--- src/rtl/nac_pkg.sv ---
// Purpose: constants for the nand address/busy sequencer host
// Assumes: 100 MHz clock
// Notes: times in their own units, counts derived
`default_nettype none
package nac_pkg;
  localparam int CLK_MHZ = 100;
  localparam int CLK_NS = 10;
  localparam int ADDR_TO_DATA_WAIT_NS = 100;
  localparam int ADDR_TO_DATA_WAIT_CYC = (ADDR_TO_DATA_WAIT_NS + CLK_NS - 1) / CLK_NS;
  localparam int STROBE_TO_BUSY_WINDOW_NS = 100;
  localparam int STROBE_TO_BUSY_WINDOW_CYC = (STROBE_TO_BUSY_WINDOW_NS + CLK_NS - 1) / CLK_NS;
  // fixed strobe phase lengths: low and high halves of a write cycle
  localparam int WE_LOW_NS = 20;
  localparam int WE_LOW_CYC = (WE_LOW_NS + CLK_NS - 1) / CLK_NS;
  localparam int WE_HIGH_NS = 20;
  localparam int WE_HIGH_CYC = (WE_HIGH_NS + CLK_NS - 1) / CLK_NS;
  // longest device busy periods, used as timeout
  localparam int FIRST_RESET_MS = 1;
  localparam int FIRST_RESET_CYC = FIRST_RESET_MS * 1000 * CLK_MHZ;
  localparam int RESET_BUSY_US = 5;
  localparam int READ_BUSY_US = 25;
  localparam int PROGRAM_BUSY_US = 600;
  localparam int ERASE_BUSY_MS = 3;
  localparam int ERASE_BUSY_CYC = ERASE_BUSY_MS * 1000 * CLK_MHZ;
  localparam int LOCKED_BUSY_US = 3;
  localparam int OTP_BUSY_US = 30;
  localparam int FEATURE_BUSY_US = 3;
  localparam int CACHE_PROG_BUSY_US = 600;
  localparam int CACHE_READ_BUSY_US = 25;
  localparam int LAST_PAGE_PROGRAM_TIME_US = 2 * PROGRAM_BUSY_US;
  localparam int MAX_PARTIAL_PROGRAMS = 4;
  localparam int TMR_W = 24;
  localparam int ADDR_CYCLES = 5;
  localparam logic [7:0] CMD_RESET = 8'hff;
  typedef enum logic [2:0] {
    NAC_IDLE = 3'b000,
    NAC_CMD = 3'b001,
    NAC_ADDR = 3'b011,
    NAC_WAITD = 3'b010,
    NAC_WB = 3'b110,
    NAC_BUSY = 3'b111
  } nac_state_e;
endpackage
`default_nettype wire

--- src/rtl/nac_addr_pack.sv ---
// Purpose: pack column/page/block into five address bytes
// Assumes: 11-bit column, 6-bit page, 17-bit block
// Notes: upper data lines always low during addressing
`default_nettype none
module nac_addr_pack
  import nac_pkg::*;
(
  input wire logic [10:0] column,
  input wire logic [5:0] page,
  input wire logic [16:0] block,
  input wire logic [2:0] idx,
  output logic [15:0] addrWord,
  output logic colLegal
);
  always_comb
  begin
    addrWord = 16'h0000;
    unique case (idx)
      3'h0: addrWord[7:0] = column[7:0];
      3'h1: addrWord[2:0] = column[10:8];
      3'h2: addrWord[7:0] = {block[7:6], page};
      3'h3: addrWord[7:0] = block[15:8];
      3'h4: addrWord[0] = block[16];
      default: addrWord = 16'h0000;
    endcase
  end
  // high column half only reaches spare area
  assign colLegal = !(column[10] && (column[9:5] != 5'h00));
endmodule
`default_nettype wire

--- src/rtl/nac_host.sv ---
// Purpose: host sequencer for command, address and busy wait
// Assumes: device pins synchronous to clk
// Notes: one request at a time; data phase left to the user
// How it works
// - five address bytes, column bytes first
// - page/block packed into bytes three to five
// - spare column needs bits 9:5 zero
// - upper data lines low while addressing
// - wait 100 ns before data input
// - no command within strobe-to-busy window
// - at most four partial programs to one page, count reset by programming another page
// - reset is the first command
`default_nettype none
module nac_host
  import nac_pkg::*;
#(
  parameter int FIRST_RESET_LIMIT = FIRST_RESET_CYC,
  parameter int ERASE_LIMIT = ERASE_BUSY_CYC,
  parameter int PROGRAM_LIMIT = PROGRAM_BUSY_US * CLK_MHZ,
  parameter int LAST_PAGE_LIMIT = LAST_PAGE_PROGRAM_TIME_US * CLK_MHZ
)
(
  input wire logic clk,
  input wire logic reset,
  input wire logic reqValid,
  output logic reqReady,
  input wire logic [7:0] reqCmd,
  input wire logic reqHasAddr,
  input wire logic reqWaitBusy,
  input wire logic [2:0] reqBusyKind,
  input wire logic reqLastCache,
  input wire logic [10:0] reqColumn,
  input wire logic [5:0] reqPage,
  input wire logic [16:0] reqBlock,
  output logic dataGo,
  output logic done,
  output logic timeout,
  output logic refused,
  output logic commandLatch,
  output logic addressLatch,
  output logic writeStrobeN,
  output logic read_strobe_n,
  output logic chipEnableN,
  output logic [15:0] ioOut,
  output logic ioOe,
  input wire logic readyBusyN
);
  typedef struct packed {
    nac_state_e st;
    logic [TMR_W-1:0] tmr;
    logic [TMR_W-1:0] limit;
    logic phase;
    logic [2:0] idx;
    logic didReset;
    logic firstDone;
    logic [2:0] partials;
    logic [22:0] lastPage;
    logic waitBusy;
    logic dataGo;
    logic done;
    logic timeout;
    logic refused;
    logic cle;
    logic ale;
    logic weN;
    logic ce;
    logic [15:0] io;
    logic oe;
  } nac_s;
  nac_s q_r, q_nxt;
  logic [15:0] addrWord;
  logic colLegal;
  logic strobeDone;
  logic [TMR_W-1:0] busyLimit;
  nac_addr_pack u_pack (
    .column(reqColumn),
    .page(reqPage),
    .block(reqBlock),
    .idx(q_r.idx),
    .addrWord(addrWord),
    .colLegal(colLegal)
  );
  assign strobeDone = q_r.phase && (q_r.tmr == TMR_W'(WE_HIGH_CYC - 1));
  always_comb
  begin
    busyLimit = TMR_W'(RESET_BUSY_US * CLK_MHZ);
    unique case (reqBusyKind)
      3'h0: busyLimit = TMR_W'(RESET_BUSY_US * CLK_MHZ);
      3'h1: busyLimit = TMR_W'(READ_BUSY_US * CLK_MHZ);
      3'h2: busyLimit = reqLastCache ? TMR_W'(LAST_PAGE_LIMIT)
                                     : TMR_W'(PROGRAM_LIMIT);
      3'h3: busyLimit = TMR_W'(ERASE_LIMIT);
      3'h4: busyLimit = TMR_W'(OTP_BUSY_US * CLK_MHZ);
      3'h5: busyLimit = TMR_W'(FEATURE_BUSY_US * CLK_MHZ);
      3'h6: busyLimit = reqLastCache ? TMR_W'(LAST_PAGE_LIMIT)
                                     : TMR_W'(CACHE_PROG_BUSY_US * CLK_MHZ);
      3'h7: busyLimit = TMR_W'(CACHE_READ_BUSY_US * CLK_MHZ);
    endcase
    // locked-block attempts end early, covered by the longer limits
    if (reqCmd == CMD_RESET && !q_r.firstDone)
    begin
      busyLimit = TMR_W'(FIRST_RESET_LIMIT);
    end
  end
  assign reqReady = (q_r.st == NAC_IDLE);
  always_comb
  begin
    q_nxt = q_r;
    q_nxt.dataGo = 1'b0;
    q_nxt.done = 1'b0;
    q_nxt.timeout = 1'b0;
    q_nxt.refused = 1'b0;
    unique case (q_r.st)
      NAC_IDLE:
      begin
        if (reqValid)
        begin
          // refuse anything before reset, bad spare column or too many partials
          if ((!q_r.didReset && reqCmd != CMD_RESET) ||
              (reqHasAddr && !colLegal) ||
              (reqBusyKind == 3'h2 && reqHasAddr &&
               {reqBlock, reqPage} == q_r.lastPage &&
               q_r.partials == 3'(MAX_PARTIAL_PROGRAMS)))
          begin
            q_nxt.refused = 1'b1;
          end
          else
          begin
            if (reqBusyKind == 3'h2 && reqHasAddr)
            begin
              q_nxt.partials = ({reqBlock, reqPage} == q_r.lastPage) ?
                               q_r.partials + 3'h1 : 3'h1;
              q_nxt.lastPage = {reqBlock, reqPage};
            end
            if (reqCmd == CMD_RESET)
            begin
              q_nxt.didReset = 1'b1;
            end
            q_nxt.st = NAC_CMD;
            q_nxt.limit = busyLimit;
            q_nxt.waitBusy = reqWaitBusy;
            q_nxt.tmr = '0;
            q_nxt.phase = 1'b0;
            q_nxt.idx = 3'h0;
            q_nxt.ce = 1'b1;
            q_nxt.cle = 1'b1;
            q_nxt.weN = 1'b0;
            q_nxt.io = {8'h00, reqCmd};
            q_nxt.oe = 1'b1;
          end
        end
      end
      NAC_CMD, NAC_ADDR:
      begin
        q_nxt.tmr = q_r.tmr + TMR_W'(1);
        if (!q_r.phase && q_r.tmr == TMR_W'(WE_LOW_CYC - 1))
        begin
          q_nxt.phase = 1'b1;
          q_nxt.weN = 1'b1;
          q_nxt.tmr = '0;
        end
        else if (strobeDone)
        begin
          q_nxt.tmr = '0;
          q_nxt.phase = 1'b0;
          if (q_r.st == NAC_CMD && reqHasAddr)
          begin
            q_nxt.st = NAC_ADDR;
            q_nxt.cle = 1'b0;
            q_nxt.ale = 1'b1;
            q_nxt.weN = 1'b0;
            q_nxt.io = addrWord;
            q_nxt.idx = 3'h1;
          end
          else if (q_r.st == NAC_ADDR && q_r.idx != 3'(ADDR_CYCLES))
          begin
            q_nxt.weN = 1'b0;
            q_nxt.io = addrWord;
            q_nxt.idx = q_r.idx + 3'h1;
          end
          else
          begin
            q_nxt.cle = 1'b0;
            q_nxt.ale = 1'b0;
            q_nxt.io = 16'h0000;
            q_nxt.oe = 1'b0;
            q_nxt.st = q_r.waitBusy ? NAC_WB : NAC_WAITD;
          end
        end
      end
      NAC_WAITD:
      begin
        // strobe high time already counts toward the wait
        q_nxt.tmr = q_r.tmr + TMR_W'(1);
        if (q_r.tmr >= TMR_W'(ADDR_TO_DATA_WAIT_CYC - WE_HIGH_CYC - 1))
        begin
          q_nxt.dataGo = 1'b1;
          q_nxt.done = 1'b1;
          q_nxt.ce = 1'b0;
          q_nxt.st = NAC_IDLE;
        end
      end
      NAC_WB:
      begin
        // ready may still read high here, so it is not looked at
        q_nxt.tmr = q_r.tmr + TMR_W'(1);
        if (q_r.tmr >= TMR_W'(STROBE_TO_BUSY_WINDOW_CYC - 1))
        begin
          q_nxt.tmr = '0;
          q_nxt.st = NAC_BUSY;
        end
      end
      NAC_BUSY:
      begin
        q_nxt.tmr = q_r.tmr + TMR_W'(1);
        if (readyBusyN)
        begin
          q_nxt.done = 1'b1;
          q_nxt.ce = 1'b0;
          q_nxt.st = NAC_IDLE;
          if (reqCmd == CMD_RESET)
          begin
            q_nxt.firstDone = 1'b1;
          end
        end
        else if (q_r.tmr >= q_r.limit)
        begin
          q_nxt.timeout = 1'b1;
          q_nxt.ce = 1'b0;
          q_nxt.st = NAC_IDLE;
        end
      end
      default: q_nxt.st = NAC_IDLE;
    endcase
  end
  always_ff @(posedge clk)
  begin
    if (reset)
    begin
      q_r <= '{st: NAC_IDLE, tmr: '0, limit: '0, phase: 1'b0, idx: 3'h0,
               didReset: 1'b0, firstDone: 1'b0, partials: 3'h0, lastPage: '0,
               waitBusy: 1'b0, dataGo: 1'b0, done: 1'b0, timeout: 1'b0,
               refused: 1'b0, cle: 1'b0, ale: 1'b0, weN: 1'b1, ce: 1'b0,
               io: 16'h0000, oe: 1'b0};
    end
    else
    begin
      q_r <= q_nxt;
    end
  end
  assign dataGo = q_r.dataGo;
  assign done = q_r.done;
  assign timeout = q_r.timeout;
  assign refused = q_r.refused;
  assign commandLatch = q_r.cle;
  assign addressLatch = q_r.ale;
  assign writeStrobeN = q_r.weN;
  assign read_strobe_n = 1'b1;
  assign chipEnableN = !q_r.ce;
  assign ioOut = q_r.io;
  assign ioOe = q_r.oe;
endmodule
`default_nettype wire

--- config.mk ---
export PLATFORM = sky130hd
export DESIGN_NAME = nac_host
export DESIGN_NICKNAME = d
export VERILOG_FILES = /design/src/rtl/nac_pkg.sv /design/src/rtl/nac_addr_pack.sv /design/src/rtl/nac_host.sv
export SDC_FILE = /design/constraint.sdc
export NUM_CORES = 1
export LEC_CHECK = 0
export ABC_CLOCK_PERIOD_IN_PS = 2400
export BUFFER_PORTS_ARGS = -buffer_cell sky130_fd_sc_hd__buf_2
export CORE_MARGIN = 2
export CORE_UTILIZATION = 30
export CTS_CLUSTER_DIAMETER = 80
export DETAILED_ROUTE_END_ITERATION = 8
export GPL_ROUTABILITY_DRIVEN = 0
export MAX_ROUTING_LAYER = met4
export PLACE_DENSITY_LB_ADDON = 0.25
export SLEW_MARGIN = 10
export SYNTH_ARGS = -nofsm -noshare
export SYNTH_HDL_FRONTEND = slang
export SYNTH_SLANG_ARGS = --single-unit
--- constraint.sdc ---
create_clock -name clk -period 2.4 [get_ports clk]
set_input_delay 0.24 -clock clk [delete_from_list [all_inputs] [get_ports clk]]
set_output_delay 0.24 -clock clk [all_outputs]
set_load 0.05 [all_outputs]
==> results.md, run 1 <==
Route:
- The vias after detailed routing is 4,933.
- After detailed routing, the average wire length per cell comes to 14.86 um.
- In this run, the number of DRC markers left after iteration 0 of detailed routing was 305.
- The first detailed-routing pass took 4 iterations.
- The wire length reported by the detailed router is 14.89 mm.
- In this run the remaining antenna-violating nets after routing total 0.
- In the routed design, unresolved DRC markers number 0.
- Using the TritonRoute via totals, the vias-per-cell ratio works out to 4.923.

Worst setup path:
- The required time reported for the critical path endpoint is 2680 ps.
- The total buffers and inverters traversed by the critical path is 1.
- The worst register-to-register path has a setup slack of -120 ps.
- On the critical path the largest part of the delay comes from simple AND/OR/NAND/NOR gates.
- The critical path startpoint category is a flop.
- The beginning of the critical path is q_r[101]$_SDFFE_PP0P_.
- The critical path goes through or4_4 -> or4_4 -> or4_4 -> o21ai_4 -> buf_12 -> a21oi_1 -> a211oi_2.
- The top fanout value on the critical path is 18.
- The worst setup path is captured at a flop.
- The dominant cell type by count on the critical path is sky130_fd_sc_hd__or4_4.
- The peak per-stage delay on the critical path is 580 ps.
- The worst endpoint data arrival time is 2800 ps.
- The largest individual stage delay along the critical path comes from the cell sky130_fd_sc_hd__or4_4.
- The startpoint identified for the worst register-to-register timing path is q_r[101]$_SDFFE_PP0P_.
- The setup path with the least slack is of type reg -> reg.

Placement:
- After detailed placement, the total cell area comes to 6437 sq um.
- Once detailed placement completed, the half-perimeter wirelength came to 11.29 mm.
- Input and output buffers added on the ports amount to 69.

Synthesis:
- The distinct cell type count of the synthesized netlist is 62.
- For this run, asynchronously set or reset flops after synthesis account for 0%.
- In the synthesized netlist, the cells that appear most often are sky130_fd_sc_hd__dfxtp_1, sky130_fd_sc_hd__nor2_1, sky130_fd_sc_hd__a21oi_1, sky130_fd_sc_hd__nand2_1, sky130_fd_sc_hd__inv_1.
- The most common cell in the synthesized netlist is sky130_fd_sc_hd__dfxtp_1.
- The most used flip-flop cell after synthesis is sky130_fd_sc_hd__dfxtp_1.
- The sequential fraction of the synthesis area is 34.53%.
- The number of instances in the synthesized netlist is 640.
- Yosys printed 0 warnings.
- Ranked by total cell area, the synthesized netlist is headed by sky130_fd_sc_hd__dfxtp_1, sky130_fd_sc_hd__ha_1, sky130_fd_sc_hd__nor2_1, sky130_fd_sc_hd__mux2i_1, sky130_fd_sc_hd__a21oi_1.
- Counting flops with a built-in enable in the synthesized netlist gives 0.
- The area share of the largest cell type after synthesis is 34.53%.
- The flip-flop and latch count after synthesis is 92.
- Summed over all instances, the cell type with the most area after synthesis is sky130_fd_sc_hd__dfxtp_1.
- The synthesized netlist occupies a cell area of 5334 sq um.
- The mean instance size in the synthesized netlist is 8.334 sq um.

Hold path:
- The launch point of the worst hold path is reqBlock[5].
- The tightest min-delay check is of the in -> reg type.

Layout:
- The net count of the finished layout is 851.
- The sequential cell area in the final layout is 1842 sq um.
- The fraction of layout cells with a size suffix above 1 is 29.21%.
- From synthesis to final layout, the design area changed by 30.85%.
- The post-route core utilization is 40.21%.
- The repair_antennas step left the layout with diodes totalling 0.
- The finished cells cover 6979 sq um.
- The multi-input combinational cells in the finished layout cover a total of 3313 sq um.
- The final-layout fill cell count is 1,791.

Power:
- The clock network accounts for 38.9% of the total power.
- Combinational logic is responsible for 20.1% of the overall power.
- The part of the power in registers is 41.0%.
- The largest vdd supply drop is 382.8 uV.
- The leakage power summed over all cells is 2.962 nW.
- The power after layout is 3.819 mW.
- The switching power is 1.140 mW.
- Internal power comes to 2.679 mW.
- In this run the power density over the cells is 547.3 nW/um^2.
- Of the total power, the share spent switching nets is 29.85%.

Floorplanning:
- For this configuration, the core starts out at a cell density of 30.73%.
- The die boundary height is 137.3 um.
- In this run the standard cell core region covers 17,360 sq um.
- The full die area is 18,860 sq um.
- From left edge to right edge, the die measures 137.3 um.
- The top-level port count is 79.
- The number of rows in the core area is 48.

Clocking:
- The cell at the root of the clock tree is sky130_fd_sc_hd__clkbuf_16.
- In this run the deepest clock path goes through 2 buffers.
- The total number of clock tree sinks is 92.
- The number of buffers inserted during clock tree synthesis is 9.
- CTS built an H-tree with a depth of 3.
- After clock tree synthesis, the clock-pin slew on the worst setup and hold paths is 70 ps.
- For the worst-skew pair, the clock arrives at the later sink with an insertion delay of 350 ps.
- The count of hold-fix buffers inserted at cts is 0.
- The clock tree from TritonCTS is built.

STA:
- The setup TNS after final layout is -1630 ps.
- The worst pin sits at a relative slew slack of 65.68%.
- The number of hold violations in the final report is 0.
- Based on the critical path, the design can be clocked at up to 396.2 MHz.
- The max-slew violation total from the final report is 0.
- The share of the clock period used by the worst path is 105.2%.
- The clock period minus final worst setup slack is 2524 ps.
- The clock tree skew after final layout is 9.847 ps.
- The final setup violation count is 21.
- The least setup slack across all paths after layout is -124.0 ps.
- At the pin with the least slew margin, the transition time is 514.1 ps.
- Setup repair after global routing could not meet its margin everywhere.

GRT:
- The largest net degree at the start of global routing is 29.
- The via count of the first global-routing pass is 4,631.
- For this run the aggregate overflow at the end of global routing stands at 0.
- The first global-routing pass estimated 23.64 mm of wire.
- Global routing used 16.56% of the available tracks.
- The initial antenna violation count was 0.

Status:
- The run finished, with violations left.
- The checks that failed: negative setup slack.

Job:
- The max-cap check violation count is 0.
[cell type report]
type,count,area share (%)
inverter,37,1.990
sequential,92,26.39
clock buffer,9,3.227
timing repair buffer,159,15.69
tap,225,4.034
multi-input combinational,473,47.47
clock inverter,7,1.201
[kinds of logic after synthesis]
group                    after synthesis  synth area share (%)
AO/OA/AOI/OAI                        131                 17.62
XOR/XNOR                              36                 5.911
adder cells (fa/ha/maj)               27                 6.333
buffers and inverters                 82                 7.319
flip-flops                            92                 34.53
multiplexers                          26                 4.903
other                                  2                0.1408
AND/OR/NAND/NOR                      244                 23.25
[per-stage QoR]
stage	std cells	worst slack, ps	hold slack [ps]
after floorplan	647	-65.63	329.7
after global placement	976	-131.0	444.7
after detailed placement	976	-155.4	447.4
after CTS	998	-124.8	129.0
after global routing	1002	-215.5	164.6
final	1002	-124.0	138.3
[cell usage in the layout, fill, tap and decap left out, types with 4 or more instances in the layout]
cell type	Yosys	routed
sky130_fd_sc_hd__nand4_1	11	11
sky130_fd_sc_hd__or4_1	6	5
sky130_fd_sc_hd__inv_1	37	37
sky130_fd_sc_hd__or3_1	13	12
sky130_fd_sc_hd__a21o_1	5	5
sky130_fd_sc_hd__a21oi_1	46	43
sky130_fd_sc_hd__nor3_1	19	17
sky130_fd_sc_hd__or4_4	3	4
sky130_fd_sc_hd__xor2_1	23	23
sky130_fd_sc_hd__nor3b_1	6	6
sky130_fd_sc_hd__xnor2_1	13	13
sky130_fd_sc_hd__conb_1	2	9
sky130_fd_sc_hd__ha_1	27	27
sky130_fd_sc_hd__a222oi_1	8	8
sky130_fd_sc_hd__o21ai_0	16	13
sky130_fd_sc_hd__a211oi_1	13	10
sky130_fd_sc_hd__o21ai_2	2	4
sky130_fd_sc_hd__nand3_1	19	18
sky130_fd_sc_hd__buf_4	19	82
sky130_fd_sc_hd__nor4_1	10	7
sky130_fd_sc_hd__nor2b_1	11	11
sky130_fd_sc_hd__buf_12	0	5
sky130_fd_sc_hd__clkbuf_16	0	9
sky130_fd_sc_hd__mux2i_1	25	25
sky130_fd_sc_hd__nand2_1	43	43
sky130_fd_sc_hd__buf_2	3	69
sky130_fd_sc_hd__a211oi_2	9	11
sky130_fd_sc_hd__dfxtp_1	92	92
sky130_fd_sc_hd__nor2_1	80	79
[sequential cells by signal, summed over array words and instances, names as in the netlist]
signal	cells
writeStrobeN	1
done	1
refused	1
addressLatch	1
ioOe	1
timeout	1
commandLatch	1
q_r	76
dataGo	1
ioOut	8
[path summary, 6_finish.rpt]
check / to / cells after the start
hold reg to reg: q_r[70]$_SDFFE_PP0P_ / 2
setup reg to reg: q_r[54]$_SDFFE_PP0P_ / 7
hold / removal: q_r[37]$_SDFFE_PP0P_ / 3
setup / recovery: q_r[54]$_SDFFE_PP0P_ / 7
[power by group through the flow]
stage	clock network (mW)	logic, mW	registers (mW)
global route	1.60	0.826	1.57
CTS	1.54	0.728	1.56
floorplan	0	0.382	1.60
finish	1.49	0.768	1.56
global placement	0	0.696	1.60
detailed placement	0	0.690	1.60
[per-layer routing]
layer / part of all wire, % / global-route usage (%) / wire [um]
met5: 0 / - / 0
met1: 49 / 22.07 / 7250
met4: 1.4 / 4.410 / 204
met2: 44 / 25.62 / 6550
met3: 5.9 / 3.311 / 879
[worst reg2reg max path: stages (launching register included)]
cell and delay (ps):
sky130_fd_sc_hd__dfxtp_1 310, sky130_fd_sc_hd__or4_4 550, sky130_fd_sc_hd__or4_4 580, sky130_fd_sc_hd__or4_4 480, sky130_fd_sc_hd__o21ai_4 100, sky130_fd_sc_hd__buf_12 170, sky130_fd_sc_hd__a21oi_1 80, sky130_fd_sc_hd__a211oi_2 180
[repair_timing]
action                                  in CTS  in global routing
setup buffers                                6                  4
resized for setup                           10                 23
pin swaps                                    5                  7
cloned                                       0                  0
endpoints found under the setup margin      44                 76
endpoints found under the hold margin        0                  0
No activity file was read; power rests on OpenSTA's default activity.
==> inputs of run 2 (changes only) <==
CORE_ASPECT_RATIO = 1.2   (was unset)
==> results.md, run 2 (synthesized netlist as in run 1, its figures left out) <==
Worst setup path:
- The required time reported for the critical path endpoint is 2640 ps (was 2680 ps).
- The worst endpoint data arrival time came to 2790 ps (was 2800 ps).
- The number of cells on the worst reg-to-reg path came to 6 (was 7).
- The element type at the critical path end is a flop (unchanged).
- The top fanout value on the critical path is 4 (was 18).
- The reg-to-reg setup timing slack came to -150 ps (was -120 ps).
- The critical path startpoint category is a flop (unchanged).
- The kind of critical path was reg -> reg (unchanged).

GRT:
- The aggregate global-route resource usage is 16.65% (was 16.56%).
- The global route total overflow is 0 (unchanged).
- The initial antenna violation count came to 1 (was 0).
- The via count of the first global-routing pass is 4,960 (was 4,631).
- The largest net degree at the start of global routing is 25 (was 29).
- The wire length of the first global-routing pass is 24.39 mm (was 23.64 mm).

Power:
- The largest vdd supply drop is 406.0 uV (was 382.8 uV).
- The power per unit of standard cell area is 555.7 nW/um^2 (was 547.3 nW/um^2).
- The leakage power summed over all cells was 2.984 nW (was 2.962 nW).
- The power after layout was 3.929 mW (was 3.819 mW).

Floorplanning:
- The initial cell density of the core was 30.58% (was 30.73%).
- The full die area is 18,870 sq um (was 18,860 sq um).
- The number of rows in the core area is 53 (was 48).
- The die boundary height is 150.1 um (was 137.3 um).
- The overall die width is 125.7 um (was 137.3 um).
- The top-level port count is 79 (unchanged).
- The area of the placeable core was 17,440 sq um (was 17,360 sq um).

Route:
- The number of nets with antenna violations after detailed routing was 0 (unchanged).
- The wire length reported by the detailed router is 15.95 mm (was 14.89 mm).
- The detailed route wirelength on metal2 came to 8.051 mm (was 6.550 mm).
- The number of detailed-routing iterations run before antenna repair is 7 (was 4).
- The average routed wire per standard cell is 15.95 um (was 14.86 um).
- The met1 routed wirelength after detailed routing came to 6.631 mm (was 7.250 mm).
- The starting DRC count in detailed routing was 256 (was 305).
- The met3 routed wirelength is 820 um (was 879 um).
- The total DRC errors in the routed layout is 0 (unchanged).
- The top routing layer in use was met4 (unchanged).
- The detailed-route vias per instance is 5.172 (was 4.923).
- The vias after detailed routing is 5,172 (was 4,933).

Clocking:
- The clock tree from TritonCTS is built (unchanged).
- The H-tree depth reported by CTS is 3 (unchanged).
- The cell at the root of the clock tree is sky130_fd_sc_hd__clkbuf_16 (unchanged).
- The clock-pin slew of the registers on the worst-case setup and hold paths is 60 ps (was 70 ps).
- The number of buffers inserted during clock tree synthesis came to 9 (unchanged).
- The total number of clock tree sinks is 92 (unchanged).
- The clock latency of the later-clocked register in the worst-skew pair was 350 ps (about the same).
- The buffer depth of the longest clock path is 2 (unchanged).

STA:
- RSZ-0062 raised after global routing: true (unchanged).
- The setup TNS after final layout is -2345 ps (was -1630 ps).
- The achievable frequency is 392.8 MHz (was 396.2 MHz).
- The max-slew violation total from the final report is 0 (unchanged).
- The slew at the pin closest to its max-slew limit is 564.8 ps (was 514.1 ps).
- The clock tree skew after final layout is 7.821 ps (was 9.847 ps).
- The share of the clock period used by the worst path is 106.1% (was 105.2%).
- The number of hold violations in the final report is 0 (unchanged).
- The headroom to the max-slew limit is 61.86% (was 65.68%).
- The clock period minus final worst setup slack was 2546 ps (was 2524 ps).
- The final setup violation count was 23 (was 21).
- The hold slack is 128.1 ps (was 138.3 ps).
- The least setup slack across all paths after layout is -145.5 ps (was -124.0 ps).

Job:
- The max-cap check violation count came to 0 (unchanged).

Layout:
- The fraction of layout cells with a size suffix above 1 came to 30.17% (was 29.21%).
- The post-route core utilization is 40.54% (was 40.21%).
- The total number of nets in the final design is 854 (was 851).
- The largest register by flop count is q_r (unchanged).
- Commonest cells after routing, fill and taps aside: sky130_fd_sc_hd__dfxtp_1, sky130_fd_sc_hd__buf_4, sky130_fd_sc_hd__nor2_1 (unchanged).
- The flip-flop count of the largest register, all copies and words added is 76 (unchanged).
- The most common cell after layout, fill and taps aside is sky130_fd_sc_hd__dfxtp_1 (unchanged).
- The layout overhead on the synthesized area is 32.56% (was 30.85%).
- The final non-filler cell area is 7071 sq um (was 6979 sq um).

Status:
- Violated checks: negative setup slack (unchanged).
- Run status: finished with violations (unchanged).

Placement:
- The HPWL after detailed placement is 11.90 mm (was 11.29 mm).
- The placed standard-cell area was 6379 sq um (was 6437 sq um).
- The number of port buffers is 69 (unchanged).

Hold path:
- The path type of the worst min-delay path was in -> reg (unchanged).
- The number of cells traversed by the worst hold path is 3 (unchanged).
## run 2: cell count changes in the layout (fill, tap and decap cells not counted), moves of 2 or more
cell                        before  now
sky130_fd_sc_hd__clkbuf_16       9   11
sky130_fd_sc_hd__nor3_2          1    5
sky130_fd_sc_hd__clkbuf_8        0    2
sky130_fd_sc_hd__nor3_1         17   13
sky130_fd_sc_hd__nor4_2          3    1
sky130_fd_sc_hd__buf_12          5    3
sky130_fd_sc_hd__clkinv_4        3    0
## run 2: worst max-delay path, stage by stage (launching register included)
cell and delay (ps):
sky130_fd_sc_hd__dfxtp_2 320, sky130_fd_sc_hd__or4_4 540, sky130_fd_sc_hd__or4_4 590, sky130_fd_sc_hd__or4_4 480, sky130_fd_sc_hd__o21ai_4 120, sky130_fd_sc_hd__nand2_1 110
sky130_fd_sc_hd__a32o_1 280
## run 2: power breakdown
part	switching [mW]	internal, mW	leakage, nW
clock	0.613	0.969	0.159
combinational	0.470	0.309	2.08
sequential	0.0227	1.55	0.742
## run 2: repair_timing
| item | in CTS | in global routing |
|---|---|---|
| buffers inserted | 6 | 8 |
| hold buffers | 0 | 0 |
| endpoints found under the setup margin | 65 | 73 |
| hold endpoints to repair | 0 | 0 |
| gates resized for setup | 19 | 27 |
| pin swaps | 7 | 18 |
| gates cloned | 0 | 3 |
## run 2: worst paths after layout
kind	endpoint	from
max	q_r[56]$_SDFFE_PP0P_	q_r[104]$_SDFFE_PP0P_
min	q_r[25]$_SDFFE_PP0P_	reqWaitBusy
max reg2reg	q_r[56]$_SDFFE_PP0P_	q_r[104]$_SDFFE_PP0P_
min reg2reg	q_r[66]$_SDFFE_PP0P_	q_r[66]$_SDFFE_PP0P_
## run 2: per-stage QoR
step / std cells / setup WS, ps
finish: 1000 / -145.5
global route: 1000 / -201.2
CTS: 989 / -143.2
detailed placement: 969 / -170.7
global placement: 969 / -145.4
floorplan: 647 / -65.63
## run 2: layout make-up
type,instances,area [sq um]
repair buffers,161,1124
well taps,220,275.3
inverters,37,138.9
fillers,1753,10370
flip-flops and latches,92,1843
clock inverters,3,68.82
multi-input cells,474,3362
clock buffers,12,256.5
diodes,1,2.502
## run 2: routing by layer
layer  track usage (%)  vias up
li1                  -     2527
met1             18.68     2464
met2             28.73      151
met3             2.574       30
met4             8.556        0
met5                 -        -
==> inputs of run 3 (changes only) <==
ABC_CLOCK_PERIOD_IN_PS = 2100   (was 2400)
clock period = 2.1 ns   (was 2.4 ns; I/O delays follow)
==> results.md, run 3 (synthesized netlist as in run 1, its figures left out) <==
Power:
- The part of the power in registers is 40.8% (was 39.9%).
- The power after layout was 4.398 mW (was 3.929 mW).
- The switching power share of the total is 30.86% (was 28.14%).
- The switching power came to 1.358 mW (was 1.106 mW).
- The largest vdd supply drop is 340.3 uV (was 406.0 uV).
- The power per unit of standard cell area is 544.9 nW/um^2 (was 555.7 nW/um^2).
- The leakage power summed over all cells is 3.417 nW (was 2.984 nW).
- The clock power share is 34.4% (was 40.3%).
- The cell-internal power is 3.041 mW (was 2.823 mW).
- The share of total power in combinational logic was 24.8% (was 19.8%).

Route:
- The detailed-route vias per instance is 5.133 (was 5.172).
- The average routed wire per standard cell is 16.38 um (was 15.95 um).
- The number of detailed-routing iterations run before antenna repair is 6 (was 7).
- The number of nets with antenna violations after detailed routing is 0 (unchanged).
- The wire length reported by the detailed router is 17.45 mm (was 15.95 mm).
- The vias after detailed routing is 5,467 (was 5,172).
- The total DRC errors in the routed layout is 0 (unchanged).
- The starting DRC count in detailed routing is 363 (was 256).

Floorplanning:
- The number of rows in the core area was 53 (unchanged).
- The top-level port count is 79 (unchanged).
- The die boundary height is 150.1 um (unchanged).
- The initial cell density of the core came to 30.58% (unchanged).
- The area of the placeable core came to 17,440 sq um (unchanged).
- The full die area was 18,870 sq um (unchanged).
- The overall die width is 125.7 um (unchanged).

STA:
- The achievable frequency is 395.3 MHz (was 392.8 MHz).
- The clock tree skew after final layout was 11.41 ps (was 7.821 ps).
- The share of the clock period used by the worst path was 120.5% (was 106.1%).
- RSZ-0062 raised after global routing: true (unchanged).
- The least setup slack across all paths after layout is -429.6 ps (was -145.5 ps).
- The hold slack is 124.4 ps (was 128.1 ps).
- The clock period minus final worst setup slack came to 2530 ps (was 2546 ps).
- The headroom to the max-slew limit was 64.63% (was 61.86%).
- The final setup violation count was 90 (was 23).
- The number of hold violations in the final report is 0 (unchanged).
- The max-slew violation total from the final report is 0 (unchanged).
- The slew at the pin closest to its max-slew limit is 530.5 ps (was 564.8 ps).

Clocking:
- The count of hold-fix buffers inserted at cts was 0 (unchanged).
- The clock-pin slew of the registers on the worst-case setup and hold paths came to 70 ps (was 60 ps).
- The clock latency of the later-clocked register in the worst-skew pair is 350 ps (about the same).
- The cell at the root of the clock tree is sky130_fd_sc_hd__clkbuf_16 (unchanged).
- The number of buffers inserted during clock tree synthesis is 9 (unchanged).
- The buffer depth of the longest clock path came to 2 (unchanged).
- The H-tree depth reported by CTS is 3 (unchanged).
- The total number of clock tree sinks came to 92 (unchanged).
- The clock tree from TritonCTS is built (unchanged).

Layout:
- The final non-filler cell area is 8071 sq um (was 7071 sq um).
- The area used by multi-input combinational logic is 3699 sq um (was 3362 sq um).
- The number of antenna diodes is 0 (was 1).
- The fraction of layout cells with a size suffix above 1 is 45.44% (was 30.17%).
- The sequential cell area in the final layout is 1857 sq um (was 1843 sq um).
- The final-layout fill cell count came to 1,647 (was 1,753).
- Commonest cells after routing, fill and taps aside: sky130_fd_sc_hd__buf_4, sky130_fd_sc_hd__dfxtp_1, sky130_fd_sc_hd__buf_2 (was sky130_fd_sc_hd__dfxtp_1, sky130_fd_sc_hd__buf_4, sky130_fd_sc_hd__nor2_1).
- The flip-flop count of the largest register, all copies and words added is 76 (unchanged).
- The layout overhead on the synthesized area came to 51.33% (was 32.56%).
- The largest register by flop count was q_r (unchanged).
- The total number of nets in the final design is 919 (was 854).
- The most common cell after layout, fill and taps aside is sky130_fd_sc_hd__buf_4 (was sky130_fd_sc_hd__dfxtp_1).

Hold path:
- The launch point of the worst hold path is reqBlock[1] (was reqWaitBusy).
- The path type of the worst min-delay path is in -> reg (unchanged).

Placement:
- The placed standard-cell area is 6824 sq um (was 6379 sq um).
- The HPWL after detailed placement was 12.30 mm (was 11.90 mm).
- The number of port buffers is 69 (unchanged).

Worst setup path:
- The peak per-stage delay on the critical path was 570 ps (was 590 ps).
- The kind of critical path is reg -> reg (unchanged).
- The dominant cell type by count on the critical path is sky130_fd_sc_hd__or4_4 (unchanged).
- The beginning of the critical path is q_r[90]$_SDFFE_PP0P_ (was q_r[104]$_SDFFE_PP0P_).
- Crit path cell chain: or4_4 -> or4_4 -> or4_4 -> o21ai_4 -> clkbuf_16 -> buf_4 -> a211oi_2 (was or4_4 -> or4_4 -> or4_4 -> o21ai_4 -> nand2_1 -> a32o_1).
- The element type at the critical path end is a flop (unchanged).
- The reg-to-reg startpoint is q_r[90]$_SDFFE_PP0P_ (was q_r[104]$_SDFFE_PP0P_).
- The required time reported for the critical path endpoint is 2320 ps (was 2640 ps).
- The top fanout value on the critical path is 9 (was 4).
- The slowest cell on the critical path is sky130_fd_sc_hd__or4_4 (unchanged).
- The critical path startpoint category is a flop (unchanged).
- The worst endpoint data arrival time came to 2750 ps (was 2790 ps).

Status:
- Violated checks: negative setup slack (unchanged).
- Run status: finished with violations (unchanged).

GRT:
- The largest net degree at the start of global routing is 44 (was 25).
- The initial antenna violation count is 0 (was 1).
- The global route total overflow is 0 (unchanged).
- The via count of the first global-routing pass was 5,525 (was 4,960).
- The wire length of the first global-routing pass was 27.28 mm (was 24.39 mm).
- The aggregate global-route resource usage is 18.50% (was 16.65%).

Job:
- The max-cap check violation count is 0 (unchanged).
-- run 3: per-layer routing --
| metal | vias up | track usage (%) | share of wire, % |
|---|---|---|---|
| li1 | 2666 | - | - |
| met1 | 2624 | 20.49 | 42 |
| met2 | 145 | 33.08 | 51 |
| met3 | 32 | 2.538 | 4.3 |
| met4 | 0 | 8.278 | 2.9 |
| met5 | - | - | 0 |
-- run 3: path summary, 6_finish.rpt --
kind	endpoint	slack [ps]	cells after the start
max	ioOut[7]$_SDFFE_PP0P_	-430	7
min	q_r[33]$_SDFFE_PP0P_	120	3
max reg2reg	ioOut[7]$_SDFFE_PP0P_	-430	7
min reg2reg	q_r[25]$_SDFFE_PP0P_	460	2
-- run 3: timing repair --
item,CTS,global route
cloned,5,2
setup buffers,21,18
pin swaps,36,28
endpoints found under the hold margin,0,0
gates resized for setup,71,82
endpoints found under the setup margin,90,91
-- run 3: power by group through the flow --
stage | clock network [mW] | logic [mW] | registers, mW
finish | 1.51 | 1.09 | 1.79
global route | 1.61 | 1.16 | 1.79
CTS | 1.56 | 1.00 | 1.79
detailed placement | 0 | 0.912 | 1.83
global placement | 0 | 0.898 | 1.83
floorplan | 0 | 0.497 | 1.84
-- run 3: final cells by class --
cell class              instances  area share [%]
repair buffers                227           22.68
flip-flops and latches         92           23.00
multi-input cells             473           45.82
inverters                      37           1.767
clock buffers                  10           2.837
clock inverters                 6          0.4805
well taps                     220           3.410
-- run 3: per-stage QoR --
step | worst slack [ps] | utilization, % | setup TNS, ps | instances
final | -429.6 | 46.28 | -26950 | 1065
after CTS | -420.6 | 43.71 | -24070 | 1051
after floorplan | -299.1 | - | -13010 | 647
after detailed placement | -437.5 | 39.13 | -30470 | 1013
after global routing | -497.6 | 46.28 | -35960 | 1065
after global placement | -388.6 | 39.13 | -26460 | 1013
-- run 3: critical path, delay by kind of cell (launching register included) --
family | cells | cell delay [ps]
AO/OA/AOI/OAI | 2 | 180
buffers and inverters | 2 | 330
flip-flops | 1 | 320
AND/OR/NAND/NOR | 3 | 1570
